## config.mk

```make
export PLATFORM = sky130hd
export DESIGN_NAME = urbe_bridge
export DESIGN_NICKNAME = d
export VERILOG_FILES = /design/src/urbe_pkg.sv /design/src/urbe_bridge.sv
export SDC_FILE = /design/constraint.sdc
export NUM_CORES = 1
export LEC_CHECK = 0
export ABC_AREA = 1
export BUFFER_PORTS_ARGS = -buffer_cell sky130_fd_sc_hd__buf_4
export CAP_MARGIN = 20
export CORE_ASPECT_RATIO = 0.7
export CORE_MARGIN = 2
export CORE_UTILIZATION = 61
export DETAILED_ROUTE_END_ITERATION = 10
export PLACE_DENSITY_LB_ADDON = 0.1
export SYNTH_ARGS = -nofsm -noshare
export SYNTH_HDL_FRONTEND = slang
export SYNTH_SLANG_ARGS = --single-unit
```

## constraint.sdc

```tcl
create_clock -name core_clk -period 5.9 [get_ports core_clk]
set_input_delay 1.18 -clock core_clk [delete_from_list [all_inputs] [get_ports core_clk]]
set_output_delay 1.18 -clock core_clk [all_outputs]
set_load 0.02 [all_outputs]
```

## src/urbe_pkg.sv

```systemverilog
// Constants shared by the read burst expander and its buffers.
// Assumes one clock and a synchronous active-low reset.
`default_nettype none

package urbe_pkg;

  // Default build values of the top level
  localparam int DATA_W    = 32;
  localparam int ADDR_W    = 29;
  localparam int BURST_W   = 7;
  localparam int MAX_PEND  = 8;
  localparam int SLAVE_W   = 64;
  localparam int RSP_DEPTH = 32;
  localparam bit PIPE_CMD  = 1'b0;

  // Legal slave width range
  localparam int SLAVE_W_MIN = 16;
  localparam int SLAVE_W_MAX = 4096;

  // Values after reset
  localparam logic RST_VALID = 1'b0;
  localparam int   RST_COUNT = 0;

endpackage : urbe_pkg

`default_nettype wire

```

## src/urbe_bridge.sv

```systemverilog
// Unaligned read burst expander: a FIFO module, an alignment module and the bridge top level.
// Assumes the upstream master and downstream slave share core_clk and that
// the downstream slave returns read beats in command order.
`default_nettype none

module urbe_fifo #(
  parameter int WIDTH = 8,
  parameter int DEPTH = 4
) (
  // Clock and reset
  input  wire logic             core_clk,
  input  wire logic             nrst,
  // Fill side
  input  wire logic             inValid,
  output logic                  inReady,
  input  wire logic [WIDTH-1:0] inData,
  // Drain side
  output logic                  outValid,
  input  wire logic             outReady,
  output logic [WIDTH-1:0]      outData,
  output logic [$clog2(DEPTH+1)-1:0] fill
);
  localparam int PW = (DEPTH > 1) ? $clog2(DEPTH) : 1;
  localparam int CW = $clog2(DEPTH+1);

  typedef struct packed {
    logic [PW-1:0] wp;
    logic [PW-1:0] rp;
    logic [CW-1:0] cnt;
  } urbe_fifo_state_s;

  urbe_fifo_state_s st;
  urbe_fifo_state_s next_st;
  logic [WIDTH-1:0] mem [DEPTH];
  logic             doPush;
  logic             doPop;

  assign inReady  = (st.cnt != CW'(DEPTH));
  assign outValid = (st.cnt != '0);
  assign outData  = mem[st.rp];
  assign fill     = st.cnt;
  assign doPush   = inValid && inReady;
  assign doPop    = outValid && outReady;

  // Pointers wrap by compare so any depth works, not only powers of two
  function automatic logic [PW-1:0] ptr_next(input logic [PW-1:0] p);
    return (p == PW'(DEPTH-1)) ? '0 : p + 1'b1;
  endfunction

  always_comb begin
    next_st = st;
    if (doPush) begin
      next_st.wp = ptr_next(st.wp);
    end
    if (doPop) begin
      next_st.rp = ptr_next(st.rp);
    end
    case ({doPush, doPop})
      2'b10:   next_st.cnt = st.cnt + 1'b1;
      2'b01:   next_st.cnt = st.cnt - 1'b1;
      default: next_st.cnt = st.cnt;
    endcase
  end

  always_ff @(posedge core_clk) begin
    if (!nrst) begin
      st <= '0;
    end else begin
      st <= next_st;
    end
  end

  // Storage has no reset; only the pointers and the count need a defined start
  always_ff @(posedge core_clk) begin
    if (doPush) begin
      mem[st.wp] <= inData;
    end
  end
endmodule : urbe_fifo

// Aligns one read: rounds the start down and the end up to whole slave words
module urbe_align #(
  parameter int ADDR_W  = 29,
  parameter int BURST_W = 7,
  parameter int RATIO   = 2
) (
  // Requested read, in master words
  input  wire logic [ADDR_W-1:0]  addr,
  input  wire logic [BURST_W-1:0] burst,
  // Aligned read sent downstream
  output logic [ADDR_W-1:0]       alignAddr,
  output logic [BURST_W:0]        alignBurst,
  // Beats to drop ahead of the first requested word
  output logic [BURST_W:0]        skip
);
  localparam int DBW = BURST_W + 1;

  // RATIO is a power of two, so the low address bits select the word inside a slave word
  localparam logic [ADDR_W-1:0] MASK = ADDR_W'(RATIO - 1);

  logic [ADDR_W-1:0] lastWord;
  logic [ADDR_W-1:0] alignLast;
  logic [ADDR_W-1:0] spanWords;

  assign alignAddr  = addr & ~MASK;
  assign lastWord   = addr + ADDR_W'(burst) - 1'b1;
  // A slave word is fetched whole, so the end rounds up to its last master word
  assign alignLast  = lastWord | MASK;
  assign spanWords  = alignLast - alignAddr + 1'b1;
  // One extra bit holds the expansion while RATIO stays within the burst range
  assign alignBurst = DBW'(spanWords);
  assign skip       = DBW'(addr & MASK);
endmodule : urbe_align

module urbe_bridge #(
  parameter int DATA_W    = urbe_pkg::DATA_W,
  parameter int ADDR_W    = urbe_pkg::ADDR_W,
  parameter int BURST_W   = urbe_pkg::BURST_W,
  parameter int MAX_PEND  = urbe_pkg::MAX_PEND,
  parameter int SLAVE_W   = urbe_pkg::SLAVE_W,
  parameter int RSP_DEPTH = urbe_pkg::RSP_DEPTH,
  parameter bit PIPE_CMD  = urbe_pkg::PIPE_CMD
) (
  // Clock and reset
  input  wire logic                  core_clk,
  input  wire logic                  nrst,
  // Upstream command (from the narrow master)
  input  wire logic                  upCmdValid,
  output logic                       upCmdReady,
  input  wire logic                  upCmdWrite,
  input  wire logic [ADDR_W-1:0]     upCmdAddr,
  input  wire logic [BURST_W-1:0]    upCmdBurst,
  input  wire logic [DATA_W-1:0]     upCmdWdata,
  input  wire logic [DATA_W/8-1:0]   upCmdBe,
  // Upstream read response
  output logic                       upRspValid,
  input  wire logic                  upRspReady,
  output logic [DATA_W-1:0]          upRspData,
  // Downstream command (to the wide slave side)
  output logic                       dnCmdValid,
  input  wire logic                  dnCmdReady,
  output logic                       dnCmdWrite,
  output logic [ADDR_W-1:0]          dnCmdAddr,
  output logic [BURST_W:0]           dnCmdBurst,
  output logic [DATA_W-1:0]          dnCmdWdata,
  output logic [DATA_W/8-1:0]        dnCmdBe,
  // Downstream read response
  input  wire logic                  dnRspValid,
  output logic                       dnRspReady,
  input  wire logic [DATA_W-1:0]     dnRspData,
  // Status
  output logic [$clog2(MAX_PEND+1)-1:0] pendReads
);
  // An illegal slave width falls back to no expansion rather than a broken mask
  localparam bit SLAVE_OK = (SLAVE_W >= urbe_pkg::SLAVE_W_MIN) && (SLAVE_W <= urbe_pkg::SLAVE_W_MAX)
                         && ((SLAVE_W & (SLAVE_W - 1)) == 0);
  localparam int RATIO = (SLAVE_OK && SLAVE_W > DATA_W) ? SLAVE_W / DATA_W : 1;
  localparam int DBW   = BURST_W + 1;
  localparam int TW    = 2 * DBW + BURST_W;
  localparam int PCW   = $clog2(MAX_PEND+1);

  typedef struct packed {
    logic                write;
    logic [ADDR_W-1:0]   addr;
    logic [BURST_W-1:0]  burst;
    logic [DATA_W-1:0]   wdata;
    logic [DATA_W/8-1:0] be;
  } urbe_cmd_s;

  typedef struct packed {
    logic [DBW-1:0]     skip;
    logic [BURST_W-1:0] keep;
    logic [DBW-1:0]     total;
  } urbe_trk_s;

  typedef struct packed {
    logic           stgValid;
    urbe_cmd_s      stg;
    logic [DBW-1:0] beat;
  } urbe_state_s;

  urbe_state_s st;
  urbe_state_s next_st;

  urbe_cmd_s   upCmd;
  urbe_cmd_s   curCmd;
  logic        curValid;
  logic        curTake;
  logic        isRead;

  logic [ADDR_W-1:0] alignStart;
  logic [DBW-1:0]    alignBurst;
  logic [DBW-1:0]    alignSkip;
  logic              trkPush;
  logic [DBW-1:0]    winEnd;
  urbe_trk_s         trkIn;
  urbe_trk_s         trkHead;
  logic [TW-1:0]     trkHeadRaw;
  logic              trkInReady;
  logic              trkValid;
  logic              trkPop;

  logic              rbValid;
  logic [DATA_W-1:0] rbData;
  logic              rbPop;
  logic              inWindow;
  logic              lastBeat;

  // Upstream fields gathered into one carrier
  always_comb begin
    upCmd       = '0;
    upCmd.write = upCmdWrite;
    upCmd.addr  = upCmdAddr;
    upCmd.burst = upCmdBurst;
    upCmd.wdata = upCmdWdata;
    upCmd.be    = upCmdBe;
  end

  // Command source: either the register stage or the upstream port directly
  generate
    if (PIPE_CMD) begin : g_pipe
      assign curValid   = st.stgValid;
      assign curCmd     = st.stg;
      assign upCmdReady = !st.stgValid || curTake;
    end else begin : g_nopipe
      assign curValid   = upCmdValid;
      assign curCmd     = upCmd;
      assign upCmdReady = curTake;
    end
  endgenerate

  // Alignment arithmetic in master-word units
  assign isRead = !curCmd.write;

  urbe_align #(
    .ADDR_W  (ADDR_W),
    .BURST_W (BURST_W),
    .RATIO   (RATIO)
  ) u_align (
    .addr       (curCmd.addr),
    .burst      (curCmd.burst),
    .alignAddr  (alignStart),
    .alignBurst (alignBurst),
    .skip       (alignSkip)
  );

  always_comb begin
    trkIn       = '0;
    trkIn.skip  = alignSkip;
    trkIn.keep  = curCmd.burst;
    trkIn.total = alignBurst;
  end

  // A read waits while the tracking store is full, so no record is lost
  assign dnCmdValid = curValid && (!isRead || trkInReady);
  assign curTake    = dnCmdValid && dnCmdReady;

  always_comb begin
    dnCmdWrite = curCmd.write;
    dnCmdWdata = curCmd.wdata;
    dnCmdBe    = curCmd.be;
    if (isRead) begin
      dnCmdAddr  = alignStart;
      dnCmdBurst = alignBurst;
    end else begin
      dnCmdAddr  = curCmd.addr;
      dnCmdBurst = DBW'(curCmd.burst);
    end
  end

  // Push only when the read really leaves, so a stalled read records once
  assign trkPush = curValid && isRead && dnCmdReady && trkInReady;

  // One record per issued read, consumed in issue order
  urbe_fifo #(
    .WIDTH (TW),
    .DEPTH (MAX_PEND)
  ) u_trk (
    .core_clk (core_clk),
    .nrst     (nrst),
    .inValid  (trkPush),
    .inReady  (trkInReady),
    .inData   (trkIn),
    .outValid (trkValid),
    .outReady (trkPop),
    .outData  (trkHeadRaw),
    .fill     (pendReads)
  );

  assign trkHead = trkHeadRaw;

  // Response buffer; its ready pushes back on the downstream slave
  urbe_fifo #(
    .WIDTH (DATA_W),
    .DEPTH (RSP_DEPTH)
  ) u_rsp (
    .core_clk (core_clk),
    .nrst     (nrst),
    .inValid  (dnRspValid),
    .inReady  (dnRspReady),
    .inData   (dnRspData),
    .outValid (rbValid),
    .outReady (rbPop),
    .outData  (rbData),
    .fill     ()
  );

  // Trim beats outside the original request window
  // Beat window of the oldest pending read
  assign winEnd   = trkHead.skip + DBW'(trkHead.keep);
  assign inWindow = (st.beat >= trkHead.skip) && (st.beat < winEnd);
  assign lastBeat = (st.beat == trkHead.total - 1'b1);

  assign upRspValid = rbValid && trkValid && inWindow;
  assign upRspData  = rbData;
  // Dropped beats drain without waiting for the master
  assign rbPop      = rbValid && trkValid && (!inWindow || upRspReady);
  assign trkPop     = rbPop && lastBeat;

  always_comb begin
    next_st = st;
    if (PIPE_CMD) begin
      if (upCmdValid && upCmdReady) begin
        next_st.stgValid = 1'b1;
        next_st.stg      = upCmd;
      end else if (curTake) begin
        next_st.stgValid = urbe_pkg::RST_VALID;
      end
    end
    if (rbPop) begin
      next_st.beat = lastBeat ? '0 : st.beat + 1'b1;
    end
  end

  always_ff @(posedge core_clk) begin
    if (!nrst) begin
      st          <= '0;
      st.stgValid <= urbe_pkg::RST_VALID;
      st.beat     <= DBW'(urbe_pkg::RST_COUNT);
    end else begin
      st <= next_st;
    end
  end
endmodule : urbe_bridge

`default_nettype wire

```

-- Word level (Yosys, flattened, before mapping)
Memory sizes are Yosys's and may differ from the RTL's. A register that Yosys moved wholly into a read port is not among the register bits.
Index checks and enable logic that the tools add are counted.
- flip-flop bits (word level): 34
- bits in writable memories: 1152
- input bits: 111
- output and inout bits: 114
- word-level logic and storage cells: 76
- memories kept: 2
- memory list (name ; depth ; width ; rd ports ; clocked after Yosys merged registers in ; write ports ; line ; source):
    u_rsp.mem ; 32 ; 32 ; 1 ; 1 ; 1 ; urbe_bridge.sv:34 ; logic [WIDTH-1:0] mem [DEPTH];
    u_trk.mem ; 8 ; 16 ; 1 ; 1 ; 1 ; urbe_bridge.sv:34 ;
- $add $sub $neg: 15
- order comparisons: 2
- equal/unequal tests: 11
- muxes and demuxes: 17
- reductions and logical operators: 22
- operator list (kind ; number):
    5-bit two-way mux ; 4
    8-bit by 1-bit adder with 8-bit output, second input constant ; 2
    8-bit by 7-bit adder with 8-bit output ; 2
    8-bit two-way mux ; 2
    8-bit by 1-bit subtractor with 8-bit output, second input constant ; 2
    1-bit logical AND ; 14
    3-bit two-way mux ; 4
    6-bit one-hot mux with 2 select lines ; 1
    5-bit by 1-bit adder with 5-bit output, second input constant ; 2
    5-bit == test, second input constant ; 2
    8-bit == test ; 1
    8-bit >= comparator ; 1
    8-bit less-than comparator ; 1
    4-bit one-hot mux with 2 select lines ; 1
    8-bit subtractor ; 1
    3-bit by 1-bit adder with 3-bit output, second input constant ; 2
    6-bit by 1-bit adder with 6-bit output, second input constant ; 1
    3-bit == test, second input constant ; 2
    6-bit inequality test, second input constant ; 1
    6-bit nonzero test ; 1
    6-bit by 1-bit subtractor with 6-bit output, second input constant ; 1
    1-bit two-way mux ; 5
    4-bit by 1-bit adder with 4-bit output, second input constant ; 1
    2-bit by 1-bit == test with 1-bit output, second input constant ; 2
    other kinds (7) ; 11

-- Longest topological paths before layout
Gate-level depths: netlist of the first run.
- depth in word-level cells: 10
- gate-level depth with buffers: 38
- mapped depth without buffers: 32

-- Cells and area by module
From an unflattened synthesis of the first run, not the netlist that was laid out.
- cells, all modules: 4687
- area, all modules: 53465.0 um2
- modules (own cells, without submodules) (module ; times used ; cells an instance ; area each (um2) ; sequential area each (um2)):
    urbe_fifo at u_rsp ; 1 ; 3550 ; 42510.8 ; 31169.9
    urbe_fifo at u_trk ; 1 ; 611 ; 7867.5 ; 5785.5
    urbe_bridge ; 1 ; 380 ; 2090.8 ; 160.2
    urbe_align ; 1 ; 146 ; 996.0 ; 0.0

-- Worst setup path before layout of the first run
No wires, ideal clock.
- path type: in2out
- start: input upCmdAddr[1]
- end: output dnCmdBurst[6]
- arrival: 4050 ps
- data required time: 4720 ps
- slack: 670 ps
- cell stages on the path: 16
- buffers on the path: 0
- path through: inv_1 -> ha_1 -> inv_1 -> ha_1 -> fa_1 -> xor2_1 -> ha_1 -> ha_1 -> a21oi_1 -> nand2_1 -> a21oi_1 -> nor2_1 -> nor2_1 -> xor2_1 -> nand2_1 -> o21ai_0
- word-level cells in the longest chain between the ends: 5
- ends and longest elaborated chain (element ; line ; source):
    from (decl) ; urbe_bridge.sv:131 ; input wire logic [ADDR_W-1:0] upCmdAddr,
    8-bit by 7-bit adder with 8-bit output ; urbe_bridge.sv:106 ; assign lastWord = addr + ADDR_W'(burst) - 1'b1;
    8-bit by 1-bit subtractor with 8-bit output ; urbe_bridge.sv:106 ;
    8-bit subtractor * ; urbe_bridge.sv:109 ; assign spanWords = alignLast - alignAddr + 1'b1;
    8-bit by 1-bit adder with 8-bit output * ; urbe_bridge.sv:109 ;
    via alignBurst[6] ; urbe_bridge.sv:192 ; logic [DBW-1:0] alignBurst;
    8-bit two-way mux * ; urbe_bridge.sv:262 ; if (isRead) begin
    to (decl) ; urbe_bridge.sv:144 ; output logic [BURST_W:0] dnCmdBurst,
Mark *: on every way through the listed nets, which the timed path passes. The rest lies on a longest branch.

-- Worst setup path in the final report of the first run
- start: input upCmdBurst[0]
- end: output dnCmdBurst[7]
- word-level cells in the longest chain between the ends: 5
- ends and longest elaborated chain (element ; line ; source):
    from (decl) ; urbe_bridge.sv:132 ; input wire logic [BURST_W-1:0] upCmdBurst,
    8-bit by 7-bit adder with 8-bit output ; urbe_bridge.sv:106 ;
    8-bit by 1-bit subtractor with 8-bit output ; urbe_bridge.sv:106 ;
    8-bit subtractor ; urbe_bridge.sv:109 ;
    8-bit by 1-bit adder with 8-bit output ; urbe_bridge.sv:109 ;
    8-bit two-way mux ; urbe_bridge.sv:262 ;
No other way between the ends.

==> qor.csv, run 1 <==
stage;metric;value;unit
critical_path;critical-path cell list;buf_4, or2_2, ha_1, fa_1, xor2_1, ha_1, ha_1, nand3_1, nand2_1, a21oi_1, nor2_1, nor2_1, xor2_1, xor2_2, nor2_1, buf_4;
synthesis;ranking of synthesized cells by area;edfxtp_1 (71%), o21ai_0 (6.4%), nor2_1 (5.5%);
synthesis;Commonest cells post-synth;edfxtp_1 (1144), nor2_1 (704), o21ai_0 (614);
sta;final setup fails;0;
synthesis;Yosys top cell area share;0.7099;
finish;fillers;5373;
synthesis;distinct cell type count after synthesis;43;
clock_tree;CTS tree;built;
critical_path;Worst path slowest cell;fa_1;
global_routing;number of global-route vias before repair;30100;
critical_path;Worst setup EP type;output port;
finish;Area Overhead vs Synth;10.84;%
clock_tree;Setup Buffers After CTS;0;
global_routing;largest net degree at the start of global routing;219;
power;Cell Pwr Density;350.5;nW/µm²
die;IO Count;225;
sta;setup total negative slack;0;ns
critical_path;Top delay family on crit path;adder cells;
die;Initial Util;0.6152;
critical_path;Crit Path Category;in2out;
global_routing;GR Util All Layers;0.3137;
sta;clk_skew;0.02587;ns
critical_path;Buf/Inv on CP;2;
finish;share of layout cells above drive strength 1;0.1105;
synthesis;Main synth FF type;edfxtp_1;
place;Post-DP HPWL;70.60;mm
drt;vias per cell;6.538;
clock_tree;hold buffer count at cts;0;
synthesis;cell count after synthesis;3773;
clock_tree;clock buffer depth;3;
sta;final number of hold-violating endpoints;0;
drt;1st-pass router iterations;6;
synthesis;Post-Syn Nets;3938;
clock_tree;Worst-path clk slew;0.06;ns
min_path;type of the worst min-delay path;reg2reg;
global_routing;Congestion Overflow GR;0;
run_status;status;completed;
die;Die Y;239.6;µm
synthesis;Syn Area/Cell;12.83;µm²
synthesis;sequential fraction of the synthesis area;0.7273;
place;placed cells;4698;
critical_path;Worst EP arrival;4.44;ns
die;core area;78660;µm²
place;port buffer count;108;
clock_tree;H-Tree Level Count;3;
die;FP Rows;86;
drt;antenna viol nets, final;0;
drt;DRC violations left;0;
drt;Routed WL;128.7;mm
synthesis;Post-Syn Area;48390;µm²
sta;Final Max Slew Viols;0;
sta;Tmin final;5.619;ns
power;Leak;18.01;nW
die;Die W;340.6;µm
sta;RSZ-0062 raised after global routing;false;
clock_tree;clk sinks;1186;
place;GP Congestion;0.8690;
clock_tree;later-pin clock latency in the skew report;0.69;ns
synthesis;Synth async-reset ratio;0;
sta;f_max;0.1780;GHz
global_routing;first-pass GRT wire length;190.2;mm
critical_path;crit path max fanout;10;
synthesis;Post-synth EDFFs;1144;
drt;DRT iter0 DRCs;4763;
drt;DR WL/cell;26.23;µm
synthesis;most numerous cell in the Yosys netlist;edfxtp_1;
clock_tree;clk root buf;clkbuf_16;
synthesis;register bit total from synthesis;1186;
finish;Nets;3922;
global_routing;initial antenna violation count;3;
die;Die Footprint;81630;µm²
synthesis;area leader, netlist;edfxtp_1;
sta;fin crit share;0.9524;
critical_path;Crit path largest cell delay;0.47;ns
sta;worst relative slew slack;0.2222;
finish;fin cells;4906;
synthesis;yosys warns;0;
sta;Slew @ Worst Pin;1.164;ns
drt;Vias;32070;
clock_tree;CTS buffer count;106;
job;MaxCap Viol Count;0;
critical_path;Critical Path Start Type;primary input;
power;IR drop worst, VDD;0.2536;mV
critical_path;worst path required time;4.72;ns
[power breakdown]
group          leakage, nW  internal (W)  switching (W)  total (W)
registers             10.7       0.00941      0.0000656    0.00948
clock network         1.72       0.00395        0.00304    0.00699
logic                 5.65      0.000705        0.00163    0.00233
[layout by cell type (no fill, tap or decap), drive strengths merged, types with 6 or more instances in the layout]
cell and instances:
edfxtp 1144, nor2 708, o21ai 615, nand2 197
o221ai 195, buf 191, inv 144, nand3 142
clkbuf 130, o22ai 75, ha 51, clkinv 44
dfxtp 42, a31oi 34, a21oi 31, a32oi 27
xor2 15, bufinv 12, nor3 11, xnor2 8
clkinvlp 7, nand4 6
[flip-flops by register name (all words and copies together) (netlist names), named ones only]
| signal | flops |
|---|---|
| st | 8 |
| u_rsp.fill | 6 |
| u_rsp.mem | 1024 |
| u_rsp.st | 10 |
| u_trk.fill | 4 |
| u_trk.mem | 120 |
| u_trk.st | 6 |
[cell families after synthesis]
logic type	share of synthesized area
fa+ha+maj	0.01443
flops	0.7273
simple gates	0.08874
mux	0.0002069
xor+xnor	0.004163
compound gates	0.1223
buf+inv	0.04285
[final timing paths]
| check | from | endpoint | slack (ns) | cells after the start |
|---|---|---|---|---|
| setup / recovery | upCmdBurst[0] | dnCmdBurst[7] | 0.28 | 16 |
| hold / removal | u_rsp.fill[5]$_SDFFE_PN0P_ | u_rsp.fill[5]$_SDFFE_PN0P_ | 0.49 | 2 |
| setup reg to reg | register | u_trk.fill[3]$_SDFFE_PN0P_ | 0.61 | 28 |
| hold reg to reg | u_rsp.fill[5]$_SDFFE_PN0P_ | u_rsp.fill[5]$_SDFFE_PN0P_ | 0.49 | 2 |
[tightest hold or removal path, stage by stage (launching register included)]
cell	delay, ns
dfxtp_1	0.31
inv_1	0.08
a21oi_1	0.06
[area by class of cell]
type                       count  area [µm²]  area share
sequential                  1186       35210      0.6564
multi-input combinational   2133       11380      0.2122
clock buffer                 130        2835     0.05286
timing repair buffer         191        1654     0.03084
tap                         1056        1321     0.02463
clock inverter                68       684.4     0.01276
inverter                     139       541.8     0.01010
antenna                        3       7.507   0.0001400
[metrics by stage]
stage / total power, W / utilization / hold WS (ns) / cell area (µm²) / setup slack (ns)
global placement: 0.01186 / 0.6351 / 0.4739 / 49960 / 0.3037
global route: 0.01938 / 0.6818 / 0.5374 / 53630 / 0.03395
floorplan: 0.01106 / - / 0.4435 / 48390 / 0.6705
finish: 0.01880 / 0.6819 / 0.4916 / 53640 / 0.2807
detailed placement: 0.01194 / 0.6353 / 0.4830 / 49970 / 0.2689
CTS: 0.01880 / 0.6800 / 0.4919 / 53490 / 0.2501
[routing by layer]
layer | wire (µm) | global-route usage | vias up | part of all wire
li1 | - | - | 13900 | -
met2 | 56700 | 0.4574 | 1970 | 0.44
met3 | 15640 | 0.06286 | 229 | 0.12
met4 | 3562 | 0.09678 | 4 | 0.028
met5 | 23 | 0 | - | 0.00018
met1 | 52740 | 0.4799 | 15970 | 0.41
[timing repair]
action                                 CTS  global route
endpoints found under the hold margin    0             0
setup endpoints to repair                0             2
gates resized for setup                  0             3
Power figures use the tool's default switching activity.
==> run 2: changes to the inputs <==
clock period = 5.5 ns   (was 5.9 ns; I/O delays follow)
==> qor.csv, run 2 (synthesis results as in run 1) <==
stage;metric;value;unit;change
run_status;status;completed;;unchanged
drt;Vias;32020;;was 32070
drt;vias per cell;6.507;;was 6.538
critical_path;worst path required time;4.40;ns;was 4.72 ns
drt;DR WL met3;15.33;mm;was 15.64 mm
finish;Largest Register;u_rsp.mem;;unchanged
drt;antenna viol nets, final;0;;unchanged
clock_tree;CTS buffer count;106;;unchanged
place;Post-DP HPWL;71.78;mm;was 70.60 mm
drt;DRT iter0 DRCs;4536;;was 4763
drt;DRC violations left;0;;unchanged
sta;final setup fails;0;;unchanged
drt;Routed WL;128.5;mm;was 128.7 mm
place;port buffer count;108;;unchanged
finish;Area Overhead vs Synth;11.22;%;was 10.84%
clock_tree;clk sinks;1186;;unchanged
finish;commonest non-fill, non-tap cell in the layout;edfxtp_1;;unchanged
power;Leak;18.05;nW;was 18.01 nW
sta;Tmin final;5.310;ns;
critical_path;Crit Path Category;in2out;;unchanged
job;MaxCap Viol Count;0;;unchanged
finish;most frequent cells in the layout;edfxtp_1 (1144), nor2_1 (668), o21ai_0 (614);;unchanged
finish;max reg flops;1024;;unchanged
place;placed cells;4712;;was 4698
sta;f_max;0.1883;GHz;
die;Die W;340.6;µm;unchanged
global_routing;initial antenna violation count;4;;was 3
finish;share of layout cells above drive strength 1;0.1155;;was 0.1105
finish;Nets;3943;;was 3922
critical_path;Worst EP arrival;4.21;ns;was 4.44 ns
global_routing;largest net degree at the start of global routing;231;;was 219
global_routing;number of global-route vias before repair;30630;;was 30100
global_routing;GR Util All Layers;0.3130;;was 0.3137
finish;Finished Core Util;0.6842;;was 0.6819
drt;1st-pass router iterations;6;;unchanged
critical_path;Critical Path Start Type;primary input;;unchanged
global_routing;first-pass GRT wire length;190.2;mm;about the same
critical_path;Worst setup EP type;output port;;unchanged
clock_tree;H-Tree Level Count;3;;unchanged
die;core area;78660;µm²;unchanged
die;FP Rows;86;;unchanged
drt;Met1 Wirelength;53.41;mm;was 52.74 mm
sta;Final Max Slew Viols;0;;unchanged
sta;clk_skew;0.06051;ns;was 0.02587 ns
sta;worst relative slew slack;0.2651;;was 0.2222
finish;Top Registers;u_rsp.mem (1024), u_trk.mem (120), u_rsp.st (10);;unchanged
sta;final number of hold-violating endpoints;0;;unchanged
sta;setup total negative slack;0;ns;unchanged
drt;top sig layer;met5;;unchanged
power;Cell Pwr Density;370.5;nW/µm²;was 350.5 nW/µm²
clock_tree;later-pin clock latency in the skew report;0.69;ns;about the same
place;GP Congestion;0.8584;;was 0.8690
drt;DR WL/cell;26.11;µm;was 26.23 µm
min_path;type of the worst min-delay path;reg2reg;;unchanged
global_routing;Congestion Overflow GR;0;;unchanged
power;IR drop worst, VDD;0.3099;mV;was 0.2536 mV
finish;fillers;5325;;was 5373
sta;fin crit share;0.9655;;
sta;Slew @ Worst Pin;1.101;ns;was 1.164 ns
die;IO Count;225;;unchanged
finish;fin cells;4921;;was 4906
die;Initial Util;0.6152;;unchanged
clock_tree;clk root buf;clkbuf_16;;unchanged
die;Die Footprint;81630;µm²;unchanged
sta;worst hold slack;0.4742;ns;was 0.4916 ns
clock_tree;Worst-path clk slew;0.06;ns;about the same
clock_tree;CTS tree;built;;unchanged
drt;met2 wire len;56.56;mm;was 56.70 mm
clock_tree;clock buffer depth;3;;unchanged
critical_path;crit path max fanout;9;;was 10
die;Die Y;239.6;µm;unchanged
run 2: cell types whose count changed in the layout (fill, tap and decap cells not counted), moves of 3 or more:
cell	change
buf_12	+3
buf_16	+5
buf_4	+17
buf_8	-4
bufinv_16	-6
clkbuf_1	+7
clkbuf_8	-3
clkinv_2	-3
clkinv_8	+3
ha_1	-8
ha_4	+6
run 2: final timing paths:
| kind | endpoint | from | depth (start not counted) | slack, ns |
|---|---|---|---|---|
| max reg2reg | u_rsp.fill[4]$_SDFFE_PN0P_ | register | 30 | 0.46 |
| max | dnCmdBurst[7] | upCmdBurst[3] | 20 | 0.19 |
| min reg2reg | register | u_rsp.st[10]$_SDFFE_PN0N_ | 2 | 0.47 |
| min | register | u_rsp.st[10]$_SDFFE_PN0N_ | 2 | 0.47 |
run 2: per-layer routing:
metal,global-route usage,up-vias
li1,-,13960
met2,0.4555,2001
met4,0.09571,6
met5,0,-
met1,0.4828,15830
met3,0.05905,222
run 2: critical path, stage by stage:
cell	delay, ns
buf_6	0.11
clkinvlp_4	0.20
ha_4	0.32
inv_1	0.05
ha_4	0.22
a21oi_1	0.12
nand2_1	0.10
xnor2_1	0.16
inv_1	0.09
ha_4	0.28
ha_4	0.20
a21oi_1	0.14
nand2_1	0.10
a21oi_1	0.13
nor2_1	0.06
nor2_1	0.11
xor2_1	0.19
xor2_1	0.25
nor2_1	0.09
buf_4	0.16
run 2: area by class of cell:
cell class / instances / area (µm²) / area share
well taps: 1056 / 1321 / 0.02455
inverters: 139 / 561.8 / 0.01044
repair buffers: 212 / 1919 / 0.03566
clock inverters: 59 / 509.2 / 0.009462
flip-flops and latches: 1186 / 35210 / 0.6543
diodes: 2 / 5.005 / 0.00009300
multi-input cells: 2133 / 11470 / 0.2131
clock buffers: 134 / 2820 / 0.05240
run 2: where the power goes:
| part | switching, W | total (W) | internal (W) |
|---|---|---|---|
| Clock | 0.00322 | 0.00715 | 0.00392 |
| Sequential | 0.0000492 | 0.0101 | 0.0101 |
| Combinational | 0.00179 | 0.00265 | 0.000857 |
| Total | 0.00506 | 0.0199 | 0.0149 |
run 2: metrics by stage:
stage / area, µm² / total power, W / setup WS, ns
after floorplan: 48390 / 0.01187 / 0.4305
after global placement: 50120 / 0.01274 / 0.01270
after detailed placement: 50150 / 0.01283 / 0.004796
after CTS: 53550 / 0.01992 / 0.03028
after global routing: 53810 / 0.02059 / -0.001213
final: 53820 / 0.01994 / 0.1896
run 2: repair_timing:
item / in CTS / in global routing
resized for setup: 2 / 20
gates cloned: 0 / 0
endpoints found under the setup margin: 1 / 8
buffers inserted: 7 / 2
pin swaps: 0 / 5
hold buffers: 0 / 0
